==> src/include/zcb_consts.vh <==
// Constants for the zero-compare branch-and-link unit
// Function
// - Opcode 000110 split by source fields
// - Opcode 000111 split by source fields
// - Opcodes 001000, 011000 give equal/unequal links
// - Signed forms test below, at most, at least, above
// - Equality forms test zero or nonzero
// - Compact link value is branch plus four
// - Compact forms always write the link
// - Target: next address plus shifted displacement
// - Taken compact branch suppresses next instruction
// - Control transfer in open forbidden slot faults
// - Control transfers: branches, jumps, returns, wait, pause
// - Likely link value is branch plus eight
// - Likely taken on clear sign bit
// - Untaken likely form nullifies its slot
// - Likely form absent in release 6 mode
// - Decode register fields beside the opcode
// - Delayed link from register zero always taken
`ifndef ZCB_CONSTS_VH
`define ZCB_CONSTS_VH

// Instruction field positions
`define ZCB_OP_HI 31
`define ZCB_OP_LO 26
`define ZCB_RS_HI 25
`define ZCB_RS_LO 21
`define ZCB_RT_HI 20
`define ZCB_RT_LO 16
`define ZCB_IMM_HI 15
`define ZCB_IMM_LO 0
`define ZCB_FN_HI 5
`define ZCB_FN_LO 0
`define ZCB_CO_BIT 25
`define ZCB_SIGN_BIT 31

// Primary opcodes
`define ZCB_OP_SPECIAL 6'h00
`define ZCB_OP_REGIMM 6'h01
`define ZCB_OP_JUMP 6'h02
`define ZCB_OP_ABS_CALL 6'h03
`define ZCB_OP_BR_EQ 6'h04
`define ZCB_OP_BR_NE 6'h05
`define ZCB_OP_LE_GROUP 6'h06
`define ZCB_OP_GT_GROUP 6'h07
`define ZCB_OP_EQ_GROUP 6'h08
`define ZCB_OP_COP0 6'h10
`define ZCB_OP_COP1 6'h11
`define ZCB_OP_COP2 6'h12
`define ZCB_OP_LIKELY_LO 6'h14
`define ZCB_OP_LIKELY_HI 6'h17
`define ZCB_OP_NE_GROUP 6'h18
`define ZCB_OP_LONG_BR 6'h32
`define ZCB_OP_ZERO_EQ 6'h36
`define ZCB_OP_LONG_CALL 6'h3A
`define ZCB_OP_ZERO_NE 6'h3E

// Secondary codes
`define ZCB_RT_DELAYED_GE 5'h11
`define ZCB_RT_LIKELY_GE 5'h13
`define ZCB_FN_JUMP_REG 6'h08
`define ZCB_FN_CALL_REG 6'h09
`define ZCB_FN_EXC_RET 6'h18
`define ZCB_FN_DBG_RET 6'h1F
`define ZCB_FN_WAIT 6'h20
`define ZCB_RS_CBR_A 5'h08
`define ZCB_RS_CBR_B 5'h09
`define ZCB_RS_CBR_C 5'h0D
`define ZCB_PAUSE_WORD 32'h00000140

// Link and address steps
`define ZCB_REG_ZERO 5'h00
`define ZCB_LINK_REG 5'h1F
`define ZCB_STEP_NEXT 32'h00000004
`define ZCB_STEP_SECOND 32'h00000008
`define ZCB_SLOT_RESET 2'h0
`define ZCB_TARGET_RESET 32'h00000000
`define ZCB_LINK_RESET 32'h00000000
`define ZCB_INDEX_RESET 5'h00

`endif

==> src/design/zcb_unit.v <==
// Zero-compare branch-and-link decode and execute unit
`timescale 1ns/1ps
`include "zcb_consts.vh"

module zcb_unit (
    // Clock and reset
    input wire ref_clk,
    input wire reset,
    // Issued instruction with its operands
    input wire issue_valid,
    input wire [31:0] issue_word,
    input wire [31:0] issue_pc,
    input wire [31:0] first_source_value,
    input wire [31:0] second_source_value,
    // Architecture level select
    input wire release6_mode,
    // Branch result
    output reg result_valid,
    output reg branch_taken,
    output reg [31:0] branch_target,
    output reg slot_has_delay,
    // Link register write
    output reg link_write,
    output reg [4:0] link_index,
    output reg [31:0] link_value,
    // Slot handling
    output reg slot_nullified,
    output reg reserved_instr_fault,
    output reg issue_passed,
    output wire forbidden_slot_open
);

    // Slot states for the instruction after a branch
    localparam SLOT_NONE = 2'h0;
    localparam SLOT_FORBID = 2'h1;
    localparam SLOT_DELAY = 2'h2;
    localparam SLOT_NULLIFY = 2'h3;

    // Instruction fields
    wire [5:0] opcode;
    wire [4:0] first_source_field;
    wire [4:0] second_source_field;
    wire [15:0] offset_field;
    wire [5:0] funct_field;

    // Slice the fields out of the issued word
    assign opcode = issue_word[`ZCB_OP_HI:`ZCB_OP_LO];
    assign first_source_field = issue_word[`ZCB_RS_HI:`ZCB_RS_LO];
    assign second_source_field = issue_word[`ZCB_RT_HI:`ZCB_RT_LO];
    assign offset_field = issue_word[`ZCB_IMM_HI:`ZCB_IMM_LO];
    assign funct_field = issue_word[`ZCB_FN_HI:`ZCB_FN_LO];

    // Register field relations
    wire rs_zero;
    wire rt_zero;
    wire fields_equal;

    // Zero register tests and field match
    assign rs_zero = (first_source_field == `ZCB_REG_ZERO);
    assign rt_zero = (second_source_field == `ZCB_REG_ZERO);
    assign fields_equal = (first_source_field == second_source_field);

    // Decoded branch-and-link forms
    reg compact_link_if_le_zero;
    reg compact_link_if_ge_zero;
    reg compact_link_if_gt_zero;
    reg compact_link_if_lt_zero;
    reg compact_link_if_eq_zero;
    reg compact_link_if_ne_zero;
    reg likely_link_if_ge_zero;
    reg delayed_link_if_ge_zero;

    // Opcode and register fields together pick the form
    always @* begin
        compact_link_if_le_zero = 1'b0;
        compact_link_if_ge_zero = 1'b0;
        compact_link_if_gt_zero = 1'b0;
        compact_link_if_lt_zero = 1'b0;
        compact_link_if_eq_zero = 1'b0;
        compact_link_if_ne_zero = 1'b0;
        likely_link_if_ge_zero = 1'b0;
        delayed_link_if_ge_zero = 1'b0;
        case (opcode)
            // Less-or-equal group: two link forms share it
            `ZCB_OP_LE_GROUP: begin
                // Zero second field stays the legacy branch
                compact_link_if_le_zero = release6_mode && rs_zero && !rt_zero;
                compact_link_if_ge_zero = release6_mode && fields_equal && !rs_zero;
            end
            // Greater-than group: the other two signed forms
            `ZCB_OP_GT_GROUP: begin
                // Zero second field stays the legacy branch
                compact_link_if_gt_zero = release6_mode && rs_zero && !rt_zero;
                compact_link_if_lt_zero = release6_mode && fields_equal && !rs_zero;
            end
            // Equal group: first field must be zero
            `ZCB_OP_EQ_GROUP: begin
                // Without release 6 this is the old add immediate
                compact_link_if_eq_zero = release6_mode && rs_zero && !rt_zero;
            end
            // Not-equal group: first field must be zero
            `ZCB_OP_NE_GROUP: begin
                // Without release 6 this is the old wide add immediate
                compact_link_if_ne_zero = release6_mode && rs_zero && !rt_zero;
            end
            // Register-immediate group: likely and delayed links
            `ZCB_OP_REGIMM: begin
                likely_link_if_ge_zero = !release6_mode &&
                    (second_source_field == `ZCB_RT_LIKELY_GE);
                // Release 6 keeps only the register zero call
                delayed_link_if_ge_zero = (second_source_field == `ZCB_RT_DELAYED_GE) &&
                    (!release6_mode || rs_zero);
            end
            // Any other opcode is no link form
            default: begin
                compact_link_if_le_zero = 1'b0;
            end
        endcase
    end

    // Form groups
    wire is_compact;
    wire is_our_branch;

    // Compact set and the full set of link forms
    assign is_compact = compact_link_if_le_zero | compact_link_if_ge_zero |
        compact_link_if_gt_zero | compact_link_if_lt_zero |
        compact_link_if_eq_zero | compact_link_if_ne_zero;
    assign is_our_branch = is_compact | likely_link_if_ge_zero | delayed_link_if_ge_zero;

    // Control transfer instruction detection
    reg control_transfer_instr;

    always @* begin
        control_transfer_instr = 1'b0;
        case (opcode)
            // Register jumps and the pause word
            `ZCB_OP_SPECIAL: begin
                control_transfer_instr = (funct_field == `ZCB_FN_JUMP_REG) ||
                    (funct_field == `ZCB_FN_CALL_REG) ||
                    (issue_word == `ZCB_PAUSE_WORD);
            end
            // Register-immediate branches and links
            `ZCB_OP_REGIMM: begin
                // Branch codes, link-without-branch among them
                control_transfer_instr = (second_source_field[3:2] == 2'b00);
            end
            // Opcodes that are branches or jumps in every mode
            `ZCB_OP_JUMP, `ZCB_OP_ABS_CALL, `ZCB_OP_BR_EQ, `ZCB_OP_BR_NE,
            `ZCB_OP_LE_GROUP, `ZCB_OP_GT_GROUP, `ZCB_OP_LONG_BR,
            `ZCB_OP_LONG_CALL, `ZCB_OP_ZERO_EQ, `ZCB_OP_ZERO_NE: begin
                control_transfer_instr = 1'b1;
            end
            // Link groups that were immediates before release 6
            `ZCB_OP_EQ_GROUP, `ZCB_OP_NE_GROUP: begin
                // Branches only once the old immediates are gone
                control_transfer_instr = release6_mode;
            end
            // Coprocessor zero returns and wait
            `ZCB_OP_COP0: begin
                // Returns and wait; no-clear return shares the code
                control_transfer_instr = issue_word[`ZCB_CO_BIT] &&
                    ((funct_field == `ZCB_FN_EXC_RET) ||
                    (funct_field == `ZCB_FN_DBG_RET) ||
                    (funct_field == `ZCB_FN_WAIT));
            end
            // Coprocessor condition branches
            `ZCB_OP_COP1, `ZCB_OP_COP2: begin
                control_transfer_instr = (first_source_field == `ZCB_RS_CBR_A) ||
                    (first_source_field == `ZCB_RS_CBR_B) ||
                    (first_source_field == `ZCB_RS_CBR_C);
            end
            // Old likely branches sit in one opcode range
            default: begin
                control_transfer_instr = (opcode >= `ZCB_OP_LIKELY_LO) &&
                    (opcode <= `ZCB_OP_LIKELY_HI);
            end
        endcase
    end

    // Tested value: second field for compact, first for delay forms
    wire [31:0] tested_value;
    wire tested_negative;
    wire tested_zero;

    // Pick the operand, then its sign and zero
    assign tested_value = is_compact ? second_source_value : first_source_value;
    assign tested_negative = tested_value[`ZCB_SIGN_BIT];
    assign tested_zero = (tested_value == 32'h00000000);

    // Condition per decoded form
    reg condition_met;

    always @* begin
        condition_met = 1'b0;
        if (compact_link_if_lt_zero) begin
            // Signed forms use the sign bit and the zero test
            condition_met = tested_negative;
        end else if (compact_link_if_le_zero) begin
            condition_met = tested_negative || tested_zero;
        end else if (compact_link_if_ge_zero) begin
            condition_met = !tested_negative;
        end else if (compact_link_if_gt_zero) begin
            condition_met = !tested_negative && !tested_zero;
        end else if (compact_link_if_eq_zero) begin
            // Equality forms ignore the sign
            condition_met = tested_zero;
        end else if (compact_link_if_ne_zero) begin
            condition_met = !tested_zero;
        end else if (likely_link_if_ge_zero) begin
            // Likely form looks at the first field's sign
            condition_met = !tested_negative;
        end else if (delayed_link_if_ge_zero) begin
            // Register zero form is an unconditional call
            condition_met = rs_zero || !tested_negative;
        end
    end

    // Target and link arithmetic
    wire [31:0] next_address;
    wire [31:0] displacement;
    wire [31:0] computed_target;
    wire [31:0] computed_link;
    wire [31:0] second_address;

    // Both return candidates and the target
    assign next_address = issue_pc + `ZCB_STEP_NEXT;
    assign second_address = issue_pc + `ZCB_STEP_SECOND;
    assign displacement = {{14{offset_field[15]}}, offset_field, 2'b00};
    assign computed_target = next_address + displacement;
    // Compact returns after the branch, delayed forms after the slot
    assign computed_link = is_compact ? next_address : second_address;

    // Slot state
    reg [1:0] slot_state;
    reg [1:0] next_slot_state;
    // Next values of the outcome pulses
    reg next_result_valid;
    reg next_slot_nullified;
    reg next_fault;
    reg next_passed;

    // Open while an untaken compact branch waits for its slot
    assign forbidden_slot_open = (slot_state == SLOT_FORBID);

    // Next slot state and per-instruction outcome
    always @* begin
        next_slot_state = slot_state;
        next_result_valid = 1'b0;
        next_slot_nullified = 1'b0;
        next_fault = 1'b0;
        next_passed = 1'b0;
        if (issue_valid) begin
            next_slot_state = SLOT_NONE;
            case (slot_state)
                // Taken compact or untaken likely drops the slot
                SLOT_NULLIFY: begin
                    next_slot_nullified = 1'b1;
                end
                // Forbidden slot after an untaken compact branch
                SLOT_FORBID: begin
                    if (control_transfer_instr) begin
                        next_fault = 1'b1;
                    end else begin
                        // Ordinary instruction runs in the slot
                        next_passed = 1'b1;
                    end
                end
                // Delay slot after a delayed or taken likely form
                SLOT_DELAY: begin
                    // Release 6 faults transfers here too
                    if (control_transfer_instr && release6_mode) begin
                        next_fault = 1'b1;
                    end else begin
                        next_passed = 1'b1;
                    end
                end
                // No slot pending: decode a fresh instruction
                default: begin
                    if (is_our_branch) begin
                        next_result_valid = 1'b1;
                        if (is_compact) begin
                            // Taken skips the slot; untaken opens it
                            next_slot_state = condition_met ? SLOT_NULLIFY : SLOT_FORBID;
                        end else if (likely_link_if_ge_zero) begin
                            next_slot_state = condition_met ? SLOT_DELAY : SLOT_NULLIFY;
                        end else begin
                            // Delayed form always runs its slot
                            next_slot_state = SLOT_DELAY;
                        end
                    end else begin
                        // Not a link form: it runs as usual
                        next_passed = 1'b1;
                    end
                end
            endcase
        end
    end

    // Slot state register and pulses
    always @(posedge ref_clk) begin
        if (reset) begin
            // No slot pending and no pulses after reset
            slot_state <= `ZCB_SLOT_RESET;
            result_valid <= 1'b0;
            slot_nullified <= 1'b0;
            reserved_instr_fault <= 1'b0;
            issue_passed <= 1'b0;
        end else begin
            slot_state <= next_slot_state;
            result_valid <= next_result_valid;
            slot_nullified <= next_slot_nullified;
            reserved_instr_fault <= next_fault;
            issue_passed <= next_passed;
        end
    end

    // Branch result and link write registers
    always @(posedge ref_clk) begin
        if (reset) begin
            // Result and link outputs start cleared
            branch_taken <= 1'b0;
            branch_target <= `ZCB_TARGET_RESET;
            slot_has_delay <= 1'b0;
            link_write <= 1'b0;
            link_index <= `ZCB_INDEX_RESET;
            link_value <= `ZCB_LINK_RESET;
        end else begin
            // Link written for every link form, taken or not
            link_write <= next_result_valid;
            if (next_result_valid) begin
                // Capture the result; all but branch_taken hold until the next one
                branch_taken <= condition_met;
                branch_target <= computed_target;
                slot_has_delay <= !is_compact;
                link_index <= `ZCB_LINK_REG;
                link_value <= computed_link;
            end else begin
                // Taken only counts beside result_valid
                branch_taken <= 1'b0;
            end
        end
    end

endmodule // zcb_unit

==> config.mk <==
export PLATFORM = sky130hd
export DESIGN_NAME = zcb_unit
export DESIGN_NICKNAME = d
export VERILOG_FILES = /design/src/design/zcb_unit.v
export VERILOG_INCLUDE_DIRS = /design/src /design/src/include
export SDC_FILE = /design/constraint.sdc
export NUM_CORES = 1
export LEC_CHECK = 0
export ABC_AREA = 1
export CAP_MARGIN = 25
export CORE_UTILIZATION = 55
export CTS_BUF_LIST = sky130_fd_sc_hd__clkbuf_8
export DETAILED_ROUTE_END_ITERATION = 8
export DONT_BUFFER_PORTS = 1
export PLACE_DENSITY = 0.73
export SYNTH_ARGS = -nofsm -noshare
export SYNTH_HDL_FRONTEND = slang
export SYNTH_SLANG_ARGS = --single-unit
==> constraint.sdc <==
create_clock -name ref_clk -period 2.9 [get_ports ref_clk]
set_input_delay 0.29 -clock ref_clk [delete_from_list [all_inputs] [get_ports ref_clk]]
set_output_delay 0.29 -clock ref_clk [all_outputs]
set_load 0.005 [all_outputs]
==> results.py <==
metrics = {
    "floorplan": {
        "num_io_pins": 209,
        "die-area_um2": 11980,
        "coreArea_um2": 11030,
        "die_x_um": 109.4,
        "die_h_um": 109.4,
        "rows": 38,
        "start_util_pct": 57.55,
    },
    "logic_synthesis": {
        "ys_seq_area_share_pct": 22.39,
        "synth.top_cell.area_share_pct": 22.39,
        "synthTopCellsByArea": "dfxtp_1 22%, nand2_1 9.9%, nor2_1 7.8%",
        "ys_seq_elements": 71,
        "syn_avg_cell_area_um2": 6.472,
        "synthFlopType": "dfxtp_1",
        "yosys_warnings": 0,
        "synth_top_area_cell": "dfxtp_1",
        "async_reset_ff_share_pct": 0,
        "synthDistinctLibCells": 55,
        "synth-edff-count": 0,
        "syn-num-nets": 1150,
        "netlist_area_um2": 6349,
        "syn_inst": 981,
    },
    "detailed_routing": {
        "routedWlPerCell_um": 17.77,
        "ant_nets": 0,
        "drt_iter0_drc": 593,
        "drt_first_pass_iters": 5,
        "drc_errors": 0,
        "vias_per_cell": 5.719,
        "vias": 7194,
        "drt_wl_total_um": 22360,
    },
    "clock_network": {
        "cts-root-buf": "clkbuf_8",
        "cts.htree.levels": 3,
        "clock-sinks": 71,
        "clock_latency_ns": 0.38,
        "numCtsBuffers": 9,
        "clk_pin_slew_worst_paths_ns": 0.08,
        "cts_buffer_depth": 2,
        "cts_tree": "yes",
    },
    "sta": {
        "slew_viol_final": 0,
        "setup_viol": 0,
        "tightest_slew_ns": 0.7328,
        "fmax_ghz": 0.3530,
        "finalCritPeriodShare_pct": 97.69,
        "finalCriticalPeriod_ns": 2.833,
        "worst_clock_skew_ns": 0.006589,
        "hold_violations": 0,
        "max_slew_margin_pct": 50.98,
        "timing.final.ws_setup_ns": 0.06706,
        "setup_tns_ns": 0,
    },
    "place": {
        "port_buffers": 0,
        "place_ws_ns": -0.4320,
        "gp_congestion": 1.051,
        "place_hpwl_um": 17580,
    },
    "cells_and_area": {
        "area_growth_pct": 25.48,
        "drive_above_1_share_pct": 23.35,
        "finalNetCount": 1282,
        "largest_reg_flops": 32,
        "diodes": 0,
        "reg_top3": "branch_target x32, link_value x30, slot_state x2",
        "fill_cells": 971,
        "top_register": "branch_target",
    },
    "pwr": {
        "p_int_mw": 1.752,
        "power.leakage_nw": 3.659,
        "irDropWorstVdd_mv": 0.3317,
        "power_switching_mw": 0.8780,
        "comb_power_share_pct": 32.6,
        "pwr-share-seq_pct": 37.1,
        "sw_frac_of_total_pct": 33.38,
        "clockPowerShare_pct": 30.3,
        "power_density_nw_per_um2": 330.1,
    },
    "global_routing": {
        "grt_remaining_overflow": 0,
        "antenna_found_initial": 1,
        "grt_pass1_wl_um": 33470,
        "grt_max_degree": 40,
        "grtUsageTotal_pct": 37.08,
        "grt_pass1_vias": 6587,
    },
    "min_path": {
        "hold_class": "in -> reg",
        "holdPathEnd": "branch_target[0]",
        "hold_path_depth": 2,
        "hp-start": "issue_pc[0]",
    },
    "outcome": {
        "status": "completed",
    },
    "worst_setup_path": {
        "r2r-end": "branch_target[31]",
        "cp.arrival_ns": 3.10,
        "start_kind": "input pin",
        "ff2ff_setup_slack_ns": 0.97,
        "end_kind": "register",
        "r2r-start": "slot_state[0]",
        "critical_path_required_ns": 3.17,
        "worstPathMaxFanout": 5,
        "path_class": "in -> reg",
        "reg2reg_depth": 10,
    },
    "job": {
        "maxCapViolCount": 0,
    },
}
==> per-layer routing <==
layer	up-vias	share of wire, %	global-route usage [%]
li1	3522	-	-
met1	3337	43	46.89
met2	281	45	60.38
met3	54	8.7	10.02
met4	0	3.1	13.24
met5	-	0	0
==> cell families after synthesis <==
logic type                 share of synthesized area (%)
muxes                                             0.4730
adders and majority gates                          7.410
and+or+nand+nor                                    31.00
xor gates and xnor gates                           9.657
DFF                                                22.39
AOI/OAI and AO/OA                                  19.27
buffers and inverters                              9.795
==> power groups by stage <==
| stage | logic (mW) | clock network (mW) | registers, mW |
|---|---|---|---|
| final | 0.858 | 0.796 | 0.976 |
| after detailed placement | 0.771 | 0 | 0.999 |
| after CTS | 0.785 | 0.796 | 0.976 |
| after floorplan | 0.462 | 0 | 0.999 |
| after global placement | 0.765 | 0 | 0.999 |
| after global routing | 0.936 | 0.838 | 0.977 |
==> synthesized netlist by cell type (3+ instances only) <==
| library cell | instances |
|---|---|
| a21oi_1 | 78 |
| dfxtp_1 | 71 |
| a211oi_1 | 4 |
| o21ai_0 | 86 |
| nand2_1 | 167 |
| nor2_2 | 6 |
| nor2_4 | 4 |
| nor4_1 | 9 |
| nor3_1 | 19 |
| mux2i_1 | 3 |
| nand3b_1 | 4 |
| ha_1 | 36 |
| o211ai_1 | 3 |
| nand2_2 | 5 |
| o21bai_1 | 4 |
| nand2_4 | 6 |
| buf_2 | 11 |
| clkbuf_1 | 11 |
| inv_2 | 14 |
| nand3_1 | 38 |
| nor2_1 | 132 |
| o21a_1 | 3 |
| xor2_1 | 50 |
| o21ai_1 | 15 |
| xnor2_1 | 20 |
| nand4_1 | 23 |
| buf_4 | 8 |
| a31oi_1 | 11 |
| inv_1 | 104 |
==> critical path, cell delays in order <==
cell,delay [ns]
clkinvlp_4,0.12
nor3_2,0.22
nand4_1,0.10
buf_4,0.17
nor3_1,0.22
nand4_1,0.21
xor2_1,0.36
ha_1,0.33
inv_1,0.13
nor3_4,0.07
a221oi_2,0.31
o21ai_1,0.15
a21oi_2,0.15
xor2_1,0.08
o21ai_1,0.12
inv_1,0.05
==> through the flow <==
| step | hold WS (ns) | instances | utilization (%) | instance area [µm²] | power (mW) |
|---|---|---|---|---|---|
| 2_1_floorplan | 0.4249 | 981 | - | 6354 | 1.461 |
| 3_3_place_gp | 0.3639 | 1231 | 67.38 | 7432 | 1.764 |
| 3_5_place_dp | 0.3651 | 1231 | 67.38 | 7432 | 1.771 |
| 4_1_cts | 0.05279 | 1248 | 69.36 | 7651 | 2.558 |
| 5_1_grt | 0.06631 | 1258 | 72.22 | 7966 | 2.751 |
| 6_report | 0.05578 | 1258 | 72.22 | 7966 | 2.630 |
==> how the worst max path moves through the flow <==
| stage | cells past startpoint | slack (ns) | end | from |
|---|---|---|---|---|
| 2_1_floorplan | 16 | -0.01 | branch_target[31] | issue_pc[2] |
| 3_3_place_gp | 18 | -0.43 | branch_target[31] | issue_pc[17] |
| 3_5_place_dp | 17 | -0.43 | branch_target[27] | issue_pc[2] |
| 4_1_cts | 17 | 0.02 | branch_target[31] | issue_pc[2] |
| 5_1_grt | 15 | -0.1 | branch_target[31] | issue_pc[17] |
| 6_report | 16 | 0.07 | branch_target[31] | issue_pc[17] |
==> layout by cell type (no fill, tap or decap), types with 20 or more instances in the layout <==
master and instances:
inv_1 101, xor2_1 44, nand4_1 23, xnor2_1 20
nor2_1 125, nand3_1 36, nand2_1 163, o21ai_0 83
a21oi_1 73, dfxtp_1 71, buf_4 151, ha_1 33
==> timing repair <==
action,4_1_cts,5_1_grt
gates resized for setup,3,49
endpoints found under the hold margin,10,0
endpoints found under the setup margin,3,14
pin swaps,0,21
hold buffers,1,0
buffers inserted,0,10
==> cell type report <==
class / instances / area, µm² / share of cell area [%]
Timing Repair Buffer: 153 / 1164 / 14.61
Clock inverter: 5 / 38.79 / 0.4869
Tap cell: 140 / 175.2 / 2.199
Inverter: 119 / 450.4 / 5.654
Sequential cell: 71 / 1421 / 17.84
Clock buffer: 11 / 151.4 / 1.900
Multi-Input combinational cell: 759 / 4566 / 57.31
No activity file was read; power rests on OpenSTA's default activity.
